<file path="src/hw/tmr2_params.svh">
// offsets, field positions and reset values of the timer 2 register block
`ifndef TMR2_PARAMS_SVH
`define TMR2_PARAMS_SVH

`define TMR2_OFS_T0_LOW    8'h8a
`define TMR2_OFS_T1_LOW    8'h8b
`define TMR2_OFS_T0_HIGH   8'h8c
`define TMR2_OFS_T1_HIGH   8'h8d
`define TMR2_OFS_CTRL      8'hc8
`define TMR2_OFS_RLD_LOW   8'hca
`define TMR2_OFS_RLD_HIGH  8'hcb
`define TMR2_OFS_CNT_LOW   8'hcc
`define TMR2_OFS_CNT_HIGH  8'hcd
`define TMR2_OFS_IRQ_STAT  8'he8
`define TMR2_OFS_IRQ_MASK  8'he9

`define TMR2_T01_COUNT     4
`define TMR2_T01_IDX_FLIP  2'h2

`define TMR2_BIT_OVF       7
`define TMR2_BIT_EXT       6
`define TMR2_BIT_RCLK      5
`define TMR2_BIT_TRANSMIT_CLOCK_SELECT      4
`define TMR2_BIT_EXEN      3
`define TMR2_BIT_RUN       2
`define TMR2_BIT_CTS       1
`define TMR2_BIT_CAP       0

`define TMR2_IRQ_OVF       0
`define TMR2_IRQ_EXT       1
`define TMR2_IRQ_WIDTH     2

`define TMR2_RST_BYTE      8'h00
`define TMR2_RST_CNT       16'h0000
`define TMR2_RST_IRQ       2'h0
`define TMR2_CNT_MAX       16'hffff
`define TMR2_CNT_STEP      16'h0001

`endif

</file>
<file path="src/hw/tmr2_pkg.sv">
// types shared by the timer 2 register block
package tmr2_pkg;
  typedef logic [7:0]  tmr2_byte_t;
  typedef logic [15:0] tmr2_word_t;
  typedef enum logic [1:0] {
    TMR2_MODE_OFF  = 2'b00,
    TMR2_MODE_AUTO = 2'b01,
    TMR2_MODE_CAPT = 2'b11,
    TMR2_MODE_BAUD = 2'b10
  } tmr2_mode_e;
endpackage

</file>
<file path="src/hw/tmr2_top.sv">
// timer 2 control, timer 0/1/2 data bytes, reload/capture pair and interrupt logic
//
// The implementer's own choice: strobed register access.
`timescale 1ns/10ps
`include "tmr2_params.svh"

module tmr2_top (
  input  wire logic              i_clk,          // core clock, 200 MHz
  input  wire logic              i_nrst,         // async reset, active low
  input  wire logic              i_ce,           // clock enable, freezes all state
  input  wire tmr2_pkg::tmr2_byte_t i_addr,      // register address
  input  wire tmr2_pkg::tmr2_byte_t i_wdata,     // write data
  input  wire logic              i_wr,           // write strobe
  input  wire logic              i_rd,           // read strobe
  output tmr2_pkg::tmr2_byte_t   o_rdata,        // read data, cycle after strobe
  input  wire logic              i_count_pin,    // external count input
  input  wire logic              i_trigger_pin,  // external trigger input
  input  wire logic              i_t1_ovf,       // timer 1 overflow pulse
  output logic                   o_rx_clk_tick,  // serial receive clock pulse
  output logic                   o_tx_clk_tick,  // serial transmit clock pulse
  output logic                   o_t2_ovf_pulse, // timer 2 overflow pulse
  output logic                   o_irq           // level interrupt
);
  import tmr2_pkg::*;

  tmr2_byte_t ctrl_q;
  tmr2_byte_t ctrl_d;
  tmr2_word_t cnt_q;
  tmr2_word_t cnt_d;
  tmr2_word_t cnt_hw;
  tmr2_word_t rld_q;
  tmr2_word_t rld_d;
  tmr2_byte_t t01_q [`TMR2_T01_COUNT];
  tmr2_byte_t rdata_q;
  tmr2_byte_t rd_mux;
  logic [`TMR2_IRQ_WIDTH-1:0] stat_q;
  logic [`TMR2_IRQ_WIDTH-1:0] stat_d;
  logic [`TMR2_IRQ_WIDTH-1:0] stat_set;
  logic [`TMR2_IRQ_WIDTH-1:0] stat_clr;
  logic [`TMR2_IRQ_WIDTH-1:0] mask_q;
  logic [2:0] cnt_sync_q;
  logic [2:0] trg_sync_q;
  logic       rx_tick_q;
  logic       tx_tick_q;
  logic       ovf_pulse_q;
  tmr2_mode_e mode;
  logic       reload_on_ovf;
  logic       trig_reload;
  logic       trig_capture;

  // field aliases
  wire run  = ctrl_q[`TMR2_BIT_RUN];
  wire cts  = ctrl_q[`TMR2_BIT_CTS];
  wire capm = ctrl_q[`TMR2_BIT_CAP];
  wire exen = ctrl_q[`TMR2_BIT_EXEN];
  wire rclk = ctrl_q[`TMR2_BIT_RCLK];
  wire transmit_clock_select = ctrl_q[`TMR2_BIT_TRANSMIT_CLOCK_SELECT];
  wire baud = rclk | transmit_clock_select;

  // address decode
  wire hit_ctrl  = (i_addr == `TMR2_OFS_CTRL);
  wire hit_rldl  = (i_addr == `TMR2_OFS_RLD_LOW);
  wire hit_rldh  = (i_addr == `TMR2_OFS_RLD_HIGH);
  wire hit_cntl  = (i_addr == `TMR2_OFS_CNT_LOW);
  wire hit_cnth  = (i_addr == `TMR2_OFS_CNT_HIGH);
  wire hit_stat  = (i_addr == `TMR2_OFS_IRQ_STAT);
  wire hit_mask  = (i_addr == `TMR2_OFS_IRQ_MASK);
  wire hit_t01   = (i_addr >= `TMR2_OFS_T0_LOW) && (i_addr <= `TMR2_OFS_T1_HIGH);
  wire [1:0] t01_idx = i_addr[1:0] ^ `TMR2_T01_IDX_FLIP;
  wire wr_ctrl = i_wr & hit_ctrl;
  wire wr_rldl = i_wr & hit_rldl;
  wire wr_rldh = i_wr & hit_rldh;
  wire wr_cntl = i_wr & hit_cntl;
  wire wr_cnth = i_wr & hit_cnth;
  wire wr_stat = i_wr & hit_stat;
  wire wr_mask = i_wr & hit_mask;

  // pin edges from the synchronised samples only
  wire cnt_fall = cnt_sync_q[2] & ~cnt_sync_q[1];
  wire trg_fall = trg_sync_q[2] & ~trg_sync_q[1];

  // count enable and overflow
  wire tick = run & (cts ? cnt_fall : 1'b1);
  wire ovf  = tick & (cnt_q == `TMR2_CNT_MAX);
  wire trig = exen & trg_fall & ~baud;

  // operating mode
  always_comb begin
    if (!run) begin
      mode = TMR2_MODE_OFF;
    end else if (baud) begin
      mode = TMR2_MODE_BAUD;
    end else if (capm) begin
      mode = TMR2_MODE_CAPT;
    end else begin
      mode = TMR2_MODE_AUTO;
    end
  end

  always_comb begin
    reload_on_ovf = 1'b0;
    trig_reload   = 1'b0;
    trig_capture  = 1'b0;
    case (mode)
      TMR2_MODE_AUTO: begin
        reload_on_ovf = 1'b1;
        trig_reload   = trig;
      end
      TMR2_MODE_CAPT: begin
        trig_capture  = trig;
      end
      TMR2_MODE_BAUD: begin
        reload_on_ovf = 1'b1;
      end
      TMR2_MODE_OFF: begin
        reload_on_ovf = 1'b0;
      end
      default: begin
        reload_on_ovf = 1'b0;
      end
    endcase
  end

  wire do_reload = (ovf & reload_on_ovf) | trig_reload;

  // count next value; a software byte write wins over the hardware update
  assign cnt_hw = do_reload ? rld_q : (tick ? cnt_q + `TMR2_CNT_STEP : cnt_q);
  assign cnt_d  = {wr_cnth ? i_wdata : cnt_hw[15:8],
                   wr_cntl ? i_wdata : cnt_hw[7:0]};

  // capture wins over a software write to the reload pair
  assign rld_d = trig_capture ? cnt_q :
                 {wr_rldh ? i_wdata : rld_q[15:8],
                  wr_rldl ? i_wdata : rld_q[7:0]};

  // control register; hardware set wins over software clear
  wire ovf_set = ovf & ~baud;
  wire ext_set = trig_reload | trig_capture;
  wire [5:0] ctrl_low = wr_ctrl ? i_wdata[5:0] : ctrl_q[5:0];
  wire ovf_keep = wr_ctrl ? i_wdata[`TMR2_BIT_OVF] : ctrl_q[`TMR2_BIT_OVF];
  wire ext_keep = wr_ctrl ? i_wdata[`TMR2_BIT_EXT] : ctrl_q[`TMR2_BIT_EXT];
  assign ctrl_d = {ovf_set | ovf_keep, ext_set | ext_keep, ctrl_low};

  // interrupt status, write one to clear, set wins
  assign stat_set = {ext_set, ovf_set};
  assign stat_clr = wr_stat ? i_wdata[`TMR2_IRQ_WIDTH-1:0] : `TMR2_RST_IRQ;
  assign stat_d   = stat_set | (stat_q & ~stat_clr);

  // serial clock source selection
  wire rx_src = rclk ? ovf : i_t1_ovf;
  wire tx_src = transmit_clock_select ? ovf : i_t1_ovf;

  // read selection
  assign rd_mux = ({8{hit_ctrl}} & ctrl_q)
                | ({8{hit_rldl}} & rld_q[7:0])
                | ({8{hit_rldh}} & rld_q[15:8])
                | ({8{hit_cntl}} & cnt_q[7:0])
                | ({8{hit_cnth}} & cnt_q[15:8])
                | ({8{hit_stat}} & {6'h00, stat_q})
                | ({8{hit_mask}} & {6'h00, mask_q})
                | ({8{hit_t01}}  & t01_q[t01_idx]);

  // timer 0 and timer 1 data bytes
  genvar gi;
  generate
    for (gi = 0; gi < `TMR2_T01_COUNT; gi = gi + 1) begin : g_t01
      wire wr_me = i_wr & hit_t01 & (t01_idx == 2'(gi));
      always_ff @(posedge i_clk or negedge i_nrst) begin
        if (!i_nrst) begin
          t01_q[gi] <= `TMR2_RST_BYTE;
        end else if (i_ce && wr_me) begin
          t01_q[gi] <= i_wdata;
        end
      end
    end
  endgenerate

  // pin synchronisers and edge history
  always_ff @(posedge i_clk or negedge i_nrst) begin
    if (!i_nrst) begin
      cnt_sync_q <= 3'h0;
      trg_sync_q <= 3'h0;
    end else if (i_ce) begin
      cnt_sync_q <= {cnt_sync_q[1:0], i_count_pin};
      trg_sync_q <= {trg_sync_q[1:0], i_trigger_pin};
    end
  end

  // timer state
  always_ff @(posedge i_clk or negedge i_nrst) begin
    if (!i_nrst) begin
      ctrl_q <= `TMR2_RST_BYTE;
      cnt_q  <= `TMR2_RST_CNT;
      rld_q  <= `TMR2_RST_CNT;
    end else if (i_ce) begin
      ctrl_q <= ctrl_d;
      cnt_q  <= cnt_d;
      rld_q  <= rld_d;
    end
  end

  // interrupt registers
  always_ff @(posedge i_clk or negedge i_nrst) begin
    if (!i_nrst) begin
      stat_q <= `TMR2_RST_IRQ;
      mask_q <= `TMR2_RST_IRQ;
    end else if (i_ce) begin
      stat_q <= stat_d;
      if (wr_mask) begin
        mask_q <= i_wdata[`TMR2_IRQ_WIDTH-1:0];
      end
    end
  end

  // registered outputs
  always_ff @(posedge i_clk or negedge i_nrst) begin
    if (!i_nrst) begin
      rdata_q     <= `TMR2_RST_BYTE;
      rx_tick_q   <= 1'b0;
      tx_tick_q   <= 1'b0;
      ovf_pulse_q <= 1'b0;
    end else if (i_ce) begin
      rdata_q     <= i_rd ? rd_mux : `TMR2_RST_BYTE;
      rx_tick_q   <= rx_src;
      tx_tick_q   <= tx_src;
      ovf_pulse_q <= ovf;
    end
  end

  assign o_rdata        = rdata_q;
  assign o_rx_clk_tick  = rx_tick_q;
  assign o_tx_clk_tick  = tx_tick_q;
  assign o_t2_ovf_pulse = ovf_pulse_q;
  assign o_irq          = |(stat_q & mask_q);

endmodule

</file>
<file path="config.mk">
export PLATFORM = sky130hd
export DESIGN_NAME = tmr2_top
export DESIGN_NICKNAME = d
export VERILOG_FILES = /design/src/hw/tmr2_pkg.sv /design/src/hw/tmr2_top.sv
export VERILOG_INCLUDE_DIRS = /design/src /design/src/hw
export SDC_FILE = /design/constraint.sdc
export NUM_CORES = 1
export LEC_CHECK = 0
export BUFFER_PORTS_ARGS = -buffer_cell sky130_fd_sc_hd__buf_2
export CAP_MARGIN = 10
export CORE_UTILIZATION = 25
export CTS_BUF_LIST = sky130_fd_sc_hd__clkbuf_4
export DETAILED_ROUTE_END_ITERATION = 8
export HOLD_SLACK_MARGIN = 0.05
export PLACE_DENSITY = 0.38
export SETUP_SLACK_MARGIN = 0.05
export SYNTH_ARGS = -nofsm -noshare
export SYNTH_HDL_FRONTEND = slang
export SYNTH_SLANG_ARGS = --single-unit
</file>
<file path="constraint.sdc">
create_clock -name i_clk -period 4.94 [get_ports i_clk]
set_input_delay 0.988 -clock i_clk [delete_from_list [all_inputs] [get_ports i_clk]]
set_output_delay 0.988 -clock i_clk [all_outputs]
set_load 0.005 [all_outputs]
</file>
==> metrics.md, run 1 <==
| Metric | Value |
|---|---|
| Outcome | finished, final reports clean |
| Type of the worst setup path | in -> reg |
| Initial Util | 0.2571 |
| Seq/Total Area, Yosys | 0.4621 |
| FF+latch area | 2327 um^2 |
| Met1 GRT Util | 0.2155 |
| CP max FO | 31 |
| Final Hold Viols | 0 |
| #FFs+latches synth | 93 |
| Post-CTS setup buffer count | 0 |
| Synth warn | 0 |
| Initial antenna violation count | 1 |
| DR pass1 iterations | 5 |
| Async set-reset flop share out of synthesis | 1.000 |
| Max-slew headroom | 0.2199 |
| Period utilization | 0.6375 |
| Period minus WS final | 3149 ps |
| Layout cells sized above 1 | 0.2445 |
| Pins Over Slew Limit | 0 |
| Vias in the first global route | about 3.8k |
| Placeable core region | ~20000 um^2 |
| Synth unique cells | between 50 and 60 |
| Synth area leader | dfrtp_1 |
| Clock-pin slew on the worst setup and hold paths | 150 ps |
| Met2 GRT Util | 0.2405 |
| Worst VDD drop | about 0.14 mV |
| Max Cap Violations | 0 |
| Global-route wire length before repair | 23400 um |
| Worst Tran Pin Value | between 1000 and 1500 ps |
| Synth top area cells | dfrtp_1, mux2_2, mux2i_1 |
| RSZ-0062 raised after global routing | no |
| DR vias/cell | 4.952 |
| CP most frequent cell | a31oi_1 |
| Worst EP required | between 5000 and 6000 ps |
| Number of flops mapped to enable cells by yosys | 0 |
| Largest net degree at the start of global routing | ~70 |
| Crit path cell chain | buf_2 -> nor4b_4 -> nand2_1 -> a31oi_1 -> a31oi_1 |
| Die Ht | 143.9 um |
| Final #Nets | 525 |
| Max stage delay on crit path | 940 ps |
| DR WL/cell | around 19 um |
| Port bufs | 35 |
| Total Wirelength | around 15000 um |
| Fmax | about 0.32 GHz |
| Routability congestion estimate | a little over 0.8 |
| Mapped Area | 5036 um^2 |
| Worst-case clock skew | about 18 ps |
| Die footprint | between 20000 and 25000 um^2 |
| CP delay by family, top | compound AO/OA/AOI/OAI gates |
| Syn Area/Cell | ~10 um^2 |
| Commonest cells in the netlist | dfrtp_1, nand2_1, nor2_1 |
| Top Usage Layer GRT | met2 |
| Hold buffer count at CTS | 0 |
| Worst path bufs/invs | 1 |
| Crit path launch type | input port |
| Multi-input combinational cell area | about 2500 um^2 |
| Die W | 143.9 um |
| Syn Inst Count | ~480 |
| Critical-path top delay cell | a31oi_1 |
| Skew-Pair Late Insertion Delay | between 400 and 500 ps |
| Final-layout fill cell count | approximately 2.1k |
| Post-CTS sizing | 0 |
| Synth top area share | 0.4621 |
| Leak pwr | 2.506 nW |
| Sink Count | a little over 90 |
| Crit end category | flop |
| Final hold slack | ~500 ps |
| All-Layer GR Usage | 0.1563 |
| DR iter-0 viols | about 270 |
| Worst Path Arrival | 3460 ps |
| CTS Buf Count | 9 |
| Vias | around 3.8k |
| DRC | 0 |
| Cell with the most instances after synthesis | dfrtp_1 |
| Num ports | 36 |
| Routed Antenna Nets | 0 |
| Clock Tree Buf Depth | 2 |
| # H-tree levels | 3 |
| Setup Total Neg Slack | 0 ps |
| Final setup viols | 0 |
| Hold Crit Class | reg -> reg |
| Clk root buf | clkbuf_4 |
| PD cells | 314.7 nW/um^2 |
| DP HPWL | approximately 10000 um |
| Congestion Overflow GR | 0 |
| Area Overhead vs Synth | 11.55% |
| Syn_nets | between 500 and 600 |
| Row count | 51 |
| Top_reg_cell synth | dfrtp_1 |
| Met3 usage | 0.01866 |
| TritonCTS clock tree | yes |
==> registers in the layout, indices dropped and copies added, names as in the netlist <==
name and cells:
o_rx_clk_tick 1, o_tx_clk_tick 1, rld_q 16, ctrl_q 8, o_t2_ovf_pulse 1, mask_q 2
o_rdata 8, trg_sync_q 3, cnt_q 16, cnt_sync_q 3, stat_q 2, t01_q 32
==> worst register-to-register path: cells and delay by family (launching register included) <==
family / cells / cell delay, ps
buffers and inverters: 2 / 400
AO/OA/AOI/OAI: 3 / 1060
AND/OR/NAND/NOR: 1 / 590
flip-flops: 1 / 490
adder cells (fa/ha/maj): 1 / 300
==> stage by stage <==
step,worst slack [ps],area (um^2),cells,utilization,power [mW]
2_1_floorplan,2042,5036,482,-,1.173
3_3_place_gp,1327,5435,751,0.2774,1.289
3_5_place_dp,1248,5435,751,0.2774,1.290
4_1_cts,1804,5600,767,0.2859,1.792
5_1_grt,1507,5618,769,0.2868,1.875
6_report,1791,5618,769,0.2868,1.768
==> area by class of cell <==
cell class | instances | area share
Inverter | 7 | 0.004677
Sequential cell | 93 | 0.4143
Multi-Input combinational cell | 344 | 0.4486
Timing Repair Buffer | 43 | 0.04365
Antenna cell | 1 | 0.0004454
Tap cell | 265 | 0.05902
Clock buffer | 9 | 0.01203
Clock inverter | 7 | 0.01737
==> where the power goes <==
group	internal [mW]	total, mW	switching, mW
Combinational	0.143	0.306	0.163
Clock	0.207	0.494	0.287
Sequential	0.834	0.968	0.134
Total	1.18	1.77	0.585
==> metal layers <==
| metal | vias to the layer above | part of all wire | wire length (um) |
|---|---|---|---|
| met2 | 97 | 0.45 | 6732 |
| met3 | 22 | 0.032 | 471 |
| li1 | 1796 | - | - |
| met4 | 0 | 0.030 | 444 |
| met1 | 1893 | 0.48 | 7165 |
| met5 | - | 0 | 0 |
==> cell families after synthesis <==
logic type                 synth area share
buffers and inverters               0.03752
xor gates and xnor gates            0.02609
adders and majority gates          0.007454
and+or+nand+nor                      0.1456
AOI/OAI and AO/OA                    0.1304
DFF                                  0.4621
muxes                                0.1908
==> path summary, 6_finish.rpt <==
path | start | endpoint | slack [ps] | cells past startpoint
worst max-delay path | i_addr[0] | cnt_q[13] | 1790 | 5
worst min-delay path | o_rdata[7] | o_rdata[7] | 500 | 1
worst max register to register | cnt_q[1] | cnt_q[1] | 2010 | 7
worst min register to register | o_rdata[7] | o_rdata[7] | 500 | 1
max in group asynchronous | i_nrst | cnt_q[14] | 3400 | 2
min in group asynchronous | i_nrst | o_rdata[0] | 600 | 1
==> cells in the final DEF (no fill, tap or decap), drive strengths merged, types with 3 or more instances in the layout <==
| cell type | count |
|---|---|
| a211oi | 6 |
| and2 | 4 |
| buf | 43 |
| o21ai | 5 |
| nor4 | 6 |
| nor2b | 4 |
| ha | 3 |
| mux2 | 48 |
| clkbuf | 9 |
| a21oi | 30 |
| o211ai | 13 |
| nor2 | 51 |
| dfrtp | 93 |
| xor2 | 6 |
| nand4 | 9 |
| a222oi | 5 |
| a221o | 5 |
| nor3 | 4 |
| xnor2 | 9 |
| nand2 | 52 |
| clkinv | 3 |
| a31oi | 20 |
| mux4 | 8 |
| o2bb2ai | 3 |
| nand3 | 8 |
| inv | 7 |
| mux2i | 24 |
Power figures use the tool's default switching activity.
==> run 2: changes to the inputs <==
==> constraint.sdc (replaced) <==
create_clock -name i_clk -period 3.05 [get_ports i_clk]
set_input_delay 0.61 -clock i_clk [delete_from_list [all_inputs] [get_ports i_clk]]
set_output_delay 0.61 -clock i_clk [all_outputs]
set_load 0.005 [all_outputs]
==> run 2 against run 1 <==
First-iteration DRC count shrank 5.9%; clock skew up 3.3 ps; sequential power grew 59%; critical path depth rose by 1; hold slack lost 430 ps; clock power is 57% higher; critical path type is now reg -> reg; highest routed layer unchanged.
==> metrics.md, run 2 (synthesis results as in run 1) <==
| Metric | Value |
|---|---|
| Outcome | finished, final reports clean |
| DR WL met3 | 529 um (+12%) |
| PD cells | 504.4 nW/um^2 (+60%) |
| Max stage delay on crit path | 620 ps (-320 ps) |
| Worst EP required | 3460 ps (-1790 ps) |
| Die Ht | 143.9 um (unchanged) |
| Worst Path Arrival | 3090 ps (-370 ps) |
| Fin area | 5733 um^2 (+2.0%) |
| Final Hold Viols | 0 (unchanged) |
| Area after detailed placement | 5575 um^2 (+2.6%) |
| DRC | 0 (unchanged) |
| Num ports | 36 (unchanged) |
| Slack of the critical path | 370.8 ps (-1420 ps) |
| Crit path launch type | flop |
| Final setup viols | 0 (unchanged) |
| Biggest regs | t01_q: 32 flops, cnt_q: 16 flops, rld_q: 16 flops |
| Critical-path top delay cell | or4_4 |
| Post-CTS setup buffer count | 0 (unchanged) |
| DP HPWL | 11420 um (+9.4%) |
| Sink Count | 93 (unchanged) |
| TritonCTS clock tree | yes |
| Commonest non-fill, non-tap cell in the layout | dfrtp_1 |
| Routed Antenna Nets | 0 (unchanged) |
| Top sig layer | met4 |
| DR vias/cell | 4.982 (+0.61%) |
| DR iter-0 viols | 253 (-5.9%) |
| All-Layer GR Usage | 0.1660 (+0.009703) |
| Port bufs | 35 (unchanged) |
| DR pass1 iterations | 5 (unchanged) |
| Max reg flops | 32 (unchanged) |
| Layout cells sized above 1 | 0.2678 (+0.02329) |
| Crit path cell chain | nand4_4 -> or4_4 -> o41a_1 -> buf_4 -> a211o_1 -> a31oi_1 |
| Largest net degree at the start of global routing | 39 (-43%) |
| CTS Buf Count | 9 (unchanged) |
| PnR Total Power | 2.892 mW (+64%) |
| FF+latch area | 2327 um^2 (unchanged) |
| Biggest register | t01_q |
| Clock-pin slew on the worst setup and hold paths | 170 ps (+20 ps) |
| Global-route wire length before repair | 24890 um (+6.4%) |
| Initial antenna violation count | 1 (unchanged) |
| Worst Tran Pin Value | 932.4 ps (-232.3 ps) |
| Die W | 143.9 um (unchanged) |
| Final-layout fill cell count | 2084 (-0.43%) |
| Max-slew headroom | 0.3727 (+0.1528) |
| CP delay by family, top | compound AO/OA/AOI/OAI gates |
| Final Util | 0.2926 (+0.005876) |
| Worst path bufs/invs | 1 (unchanged) |
| Total Wirelength | 15750 um (+6.3%) |
| Placeable core region | 19590 um^2 (unchanged) |
| Initial Util | 0.2571 (unchanged) |
| Worst-case clock skew | 21.27 ps (+3.262 ps) |
| CP max FO | 31 (unchanged) |
| Period utilization | 0.8784 |
| Leak pwr | 2.590 nW (+3.4%) |
| Row count | 51 (unchanged) |
| Worst VDD drop | 0.1749 mV (+30%) |
| RSZ-0062 raised after global routing | no |
| Metal1 wirelength | 7551 um (+5.4%) |
| Routability congestion estimate | 0.7987 (-1.5%) |
| Post-CTS sizing | 0 (unchanged) |
| Vias | 3911 (+2.7%) |
| Skew-Pair Late Insertion Delay | 490 ps (about the same) |
| # H-tree levels | 3 (unchanged) |
| Final #Nets | 541 (+3.0%) |
| Crit end category | flop |
| Hold buffer count at CTS | 0 (unchanged) |
| Placed Instances | 768 (+2.3%) |
| Met2 Routed Length | 7403 um (+10%) |
| Multi-input combinational cell area | 2520 um^2 (unchanged) |
| Type of the worst setup path | reg -> reg |
| Pre-CTS WS | 376.9 ps (-871.1 ps) |
| Vias in the first global route | 3959 (+4.8%) |
| Die footprint | 20720 um^2 (unchanged) |
| Final hold slack | 72.27 ps (-427.7 ps) |
| Area Overhead vs Synth | 13.84% |
| Setup Total Neg Slack | 0 ps (unchanged) |
| Fin cells | 785 (+2.1%) |
| Clock Tree Buf Depth | 2 (unchanged) |
| Pins Over Slew Limit | 0 (unchanged) |
| Max Cap Violations | 0 (unchanged) |
| DR WL/cell | 20.06 um (+4.2%) |
| Clk root buf | clkbuf_4 |
| Fmax | 0.3732 GHz |
| Congestion Overflow GR | 0 (unchanged) |
| Most frequent cells in the layout | dfrtp_1, nand2_1, nor2_1 |
| Hold Crit Class | in -> async |
| Period minus WS final | about 2700 ps |
==> run 2: cell count changes in the layout (fill, tap and decap cells not counted), moves of 2 or more <==
cell        before  now
buf_4            8   24
clkinvlp_4       2    0
inv_6            1    3
inv_8            0    2
==> run 2: final cells by class <==
class,instances,share of cell area
tap,265,0.05783
multi-input combinational,344,0.4395
clock buffer,9,0.01179
antenna,1,0.0004365
sequential,93,0.4059
inverter,7,0.004583
clock inverter,7,0.01528
timing repair buffer,59,0.06460
==> run 2: final timing paths <==
path                          startpoint       endpoint  slack (ps)  cells past startpoint
setup / recovery                cnt_q[3]      cnt_q[15]         370                      6
hold / removal                    i_nrst      ctrl_q[0]          70                      1
setup reg to reg                cnt_q[3]      cnt_q[15]         370                      6
hold reg to reg            trg_sync_q[0]  trg_sync_q[1]         510                      1
max in group asynchronous         i_nrst       rld_q[6]        2270                      2
min in group i_clk         i_trigger_pin  trg_sync_q[0]         350                      2
==> run 2: where the power goes <==
part | leakage, nW | internal, mW | total [mW] | switching [mW]
logic | 1.28 | 0.263 | 0.577 | 0.314
registers | 1.22 | 1.35 | 1.54 | 0.187
clock network | 0.0854 | 0.272 | 0.777 | 0.505
==> run 2: worst reg2reg max path, stage by stage (launching register included) <==
cell and delay (ps):
dfrtp_1 610, nand4_4 230, or4_4 630, o41a_1 420, buf_4 250, a211o_1 300
a31oi_1 170
==> run 2: metal layers <==
metal,vias up,global-route usage
met5,-,0
met4,0,0.06327
met3,14,0.02066
met2,70,0.2680
met1,2000,0.2255
li1,1827,-
==> run 3: changes to the inputs <==
--- a/config.mk
+++ b/config.mk
@@ -6,13 +6,14 @@
 export SDC_FILE = /design/constraint.sdc
 export NUM_CORES = 1
 export LEC_CHECK = 0
+export ABC_AREA = 1
 export BUFFER_PORTS_ARGS = -buffer_cell sky130_fd_sc_hd__buf_2
 export CAP_MARGIN = 10
 export CORE_UTILIZATION = 25
 export CTS_BUF_LIST = sky130_fd_sc_hd__clkbuf_4
 export DETAILED_ROUTE_END_ITERATION = 8
 export HOLD_SLACK_MARGIN = 0.05
-export PLACE_DENSITY = 0.38
+export PLACE_DENSITY = 0.39
 export SETUP_SLACK_MARGIN = 0.05
 export SYNTH_ARGS = -nofsm -noshare
 export SYNTH_HDL_FRONTEND = slang
==> constraint.sdc (replaced) <==
create_clock -name i_clk -period 2.44 [get_ports i_clk]
set_input_delay 0.488 -clock i_clk [delete_from_list [all_inputs] [get_ports i_clk]]
set_output_delay 0.488 -clock i_clk [all_outputs]
set_load 0.005 [all_outputs]
==> run 3 against run 2 <==
Setup slack got worse by 65 ps; register-to-register slack got worse by 60 ps; critical path depth rose by 5; highest routed layer unchanged; synthesized cell count rose by 64%; sequential power rose by 19%; cell area rose by 9.3%; synthesized area rose by 12%; sequential cell count did not move; utilization fell by 0.72 points; routed wire length rose by 24%; count of clock-buffer cells in the layout did not move; the flow now finishes with violations (design-rule violations).
==> metrics.md, run 3 <==
| Metric | Value |
|---|---|
| Outcome | complete, but fails checks |
| Failing checks | design-rule violations |
| Clk root buf | clkbuf_4 |
| DR iter-0 viols | 415 (+64%) |
| RSZ-0062 raised after global routing | no |
| Die footprint | 23090 um^2 (+11%) |
| Die W | 151.9 um (+5.6%) |
| RR Endpoint | cnt_q[9] |
| Synth area leader | dfrtp_1 |
| Most frequent cells in the layout | nand2_1, inv_1, dfrtp_1 |
| # H-tree levels | 3 (unchanged) |
| Crit end category | flop |
| Sink Count | 93 (unchanged) |
| Final hold slack | 197.2 ps (+124.9 ps) |
| Worst Tran Pin Value | 574.9 ps (-357.5 ps) |
| Final #Nets | 856 (+58%) |
| Worst VDD drop | 0.1456 mV (-17%) |
| Clock-pin slew on the worst setup and hold paths | 160 ps (about the same) |
| Syn Area/Cell | 7.114 um^2 (-32%) |
| TritonCTS clock tree | yes |
| Total Wirelength | 19610 um (+24%) |
| Final setup viols | 0 (unchanged) |
| Synth unique cells | 39 (-24%) |
| Setup crit start | cnt_q[1] |
| CP max FO | 19 (-39%) |
| Max stage delay on crit path | 470 ps (-150 ps) |
| Async set-reset flop share out of synthesis | 1.000 (unchanged) |
| Worst Setup EP | cnt_q[9] |
| Pins Over Slew Limit | 0 (unchanged) |
| Period utilization | 0.8747 (-0.003761) |
| Post-CTS sizing | 0 (unchanged) |
| Commonest non-fill, non-tap cell in the layout | nand2_1 |
| Hold Crit Class | in -> reg |
| Critical-path top delay cell | dfrtp_1 |
| Synth top area share | 0.4141 (-0.04804) |
| Routability congestion estimate | 0.8255 (+3.4%) |
| Initial Util | 0.2560 (-0.001119) |
| Vias | 5050 (+29%) |
| Reg2reg setup slack | 310 ps (-60 ps) |
| DR WL/cell | 17.60 um (-12%) |
| Top_reg_cell synth | dfrtp_1 |
| Layout cells sized above 1 | 0.1248 (-0.1430) |
| DRC | 9 (+9) |
| CTS Buf Count | 9 (unchanged) |
| Routed Antenna Nets | 0 (unchanged) |
| Worst EP required | 2880 ps (-580 ps) |
| Final Hold Viols | 0 (unchanged) |
| Biggest regs | t01_q: 32 flops, cnt_q: 16 flops, rld_q: 16 flops |
| Worst-case clock skew | 19.10 ps (-2.170 ps) |
| Clock Tree Buf Depth | 2 (unchanged) |
| Crit path launch type | flop |
| Synth top area cells | dfrtp_1, nand2_1, inv_1 |
| Worst Path Arrival | 2570 ps (-520 ps) |
| DR vias/cell | 4.533 (-9.0%) |
| Syn Inst Count | 790 (+64%) |
| Initial antenna violation count | 1 (unchanged) |
| Reg-to-Reg Start | cnt_q[1] |
| Seq/Total Area, Yosys | 0.4141 (-0.04804) |
| All-Layer GR Usage | 0.1758 (+0.009781) |
| Fmax | 0.4686 GHz (+26%) |
| Skew-Pair Late Insertion Delay | 500 ps (about the same) |
| Type of the worst setup path | reg -> reg |
| Biggest register | t01_q |
| Die Ht | 151.9 um (+5.6%) |
| Register-to-Register Path Depth | 11 (+5) |
| Congestion Overflow GR | 0 (unchanged) |
| PnR Total Power | 3.399 mW (+18%) |
| Max Cap Violations | 0 (unchanged) |
| Mapped Area | 5620 um^2 (+12%) |
| Leak pwr | 3.166 nW (+22%) |
| Synth warn | 0 (unchanged) |
| DR pass1 iterations | 7 (+2) |
| Max-slew headroom | 0.6167 (+0.2441) |
| PD cells | 542.3 nW/um^2 (+7.5%) |
| Largest net degree at the start of global routing | 39 (unchanged) |
| Max reg flops | 32 (unchanged) |
| Global-route wire length before repair | 30350 um (+22%) |
| Vias in the first global route | 4805 (+21%) |
| Placeable core region | 21960 um^2 (+12%) |
| Cell with the most instances after synthesis | nand2_1 |
| Crit path cell chain | ha_1 -> nand2_2 -> nor2_4 -> nand2_2 -> nor2_4 -> nand3_4 -> nand3_2 -> nand2_4 -> nor2_1 -> nand2_1 -> nand2_1 |
| Period minus WS final | 2134 ps (-545.0 ps) |
| Row count | 54 (+5.9%) |
| Syn_nets | 817 (+61%) |
| DP HPWL | 14590 um (+28%) |
| Commonest cells in the netlist | nand2_1, inv_1, dfrtp_1 |
| #FFs+latches synth | 93 (unchanged) |
| Final Util | 0.2855 (-0.007179) |
| Port bufs | 35 (unchanged) |
| Number of flops mapped to enable cells by yosys | 0 (unchanged) |
| Num ports | 36 (unchanged) |
| Area Overhead vs Synth | 11.53% |
| Setup Total Neg Slack | 0 ps (unchanged) |
-- run 3: cell count changes after synthesis, moves of 9 or more --
cell / previous run / this run
nor2_1: 51 / 73
mux2i_1: 24 / 0
mux2_2: 48 / 0
a21oi_1: 30 / 7
nand2_1: 52 / 250
inv_1: 6 / 107
buf_1: 11 / 0
o21ai_0: 5 / 60
xnor2_1: 9 / 0
o21ai_1: 0 / 24
a31oi_1: 20 / 2
nand3_1: 8 / 62
o211ai_1: 13 / 2
-- run 3: cells by family after synthesis --
logic type,after synthesis,synth area share
compound gates,113,0.1142
xor+xnor,6,0.009350
fa+ha+maj,3,0.006679
buf+inv,138,0.1022
flops,93,0.4141
simple gates,437,0.3535
-- run 3: final cells by class --
type                            count  area, um^2
Timing Repair Buffer               54       335.3
Inverter                          112       420.4
Tap cell                          280       350.3
Sequential cell                    93        2327
Clock buffer                        9       67.56
Clock inverter                      6       46.29
Multi-Input combinational cell    559        2719
Fill cell                        2437       15690
Antenna cell                        1       2.502
-- run 3: timing repair --
item                                    CTS  global route
hold endpoints to repair                 36             0
endpoints found under the setup margin    0             0
hold buffers                              1             0
buffers inserted                          0             0
-- run 3: per-stage QoR --
stage | cell area, um^2 | worst slack [ps] | std cells
3_3_place_gp | 6142 | 218.0 | 1097
5_1_grt | 6269 | 132.8 | 1114
6_report | 6269 | 305.8 | 1114
3_5_place_dp | 6142 | 276.8 | 1097
2_1_floorplan | 5620 | 680.3 | 790
4_1_cts | 6266 | 279.2 | 1113
-- run 3: how the worst min path moves through the flow --
stage	slack (ps)	startpoint	endpoint	cells after the start
floorplan	190	i_nrst	cnt_q[0]	0
global placement	460	o_rdata[5]	o_rdata[5]	2
detailed placement	460	o_rdata[0]	o_rdata[0]	2
CTS	160	i_count_pin	cnt_sync_q[0]	3
global route	190	i_count_pin	cnt_sync_q[0]	3
finish	200	i_count_pin	cnt_sync_q[0]	3
-- run 3: per-layer routing --
metal / vias to the layer above / routed length, um / track usage
met4: 0 / 438 / 0.06220
li1: 2591 / - / -
met1: 2353 / 10360 / 0.2649
met3: 18 / 525 / 0.01940
met5: - / 0 / 0
met2: 88 / 8281 / 0.2571
-- run 3: report_power, final --
part           switching (mW)  total (mW)  internal, mW
logic                   0.490       0.742         0.252
registers               0.166        1.83          1.67
clock network           0.615       0.826         0.212
-- run 3: critical path: cells and delay by family (launching register included) --
| family | cells | cell delay [ps] |
|---|---|---|
| adder cells (fa/ha/maj) | 1 | 240 |
| flip-flops | 1 | 470 |
| AND/OR/NAND/NOR | 10 | 1370 |
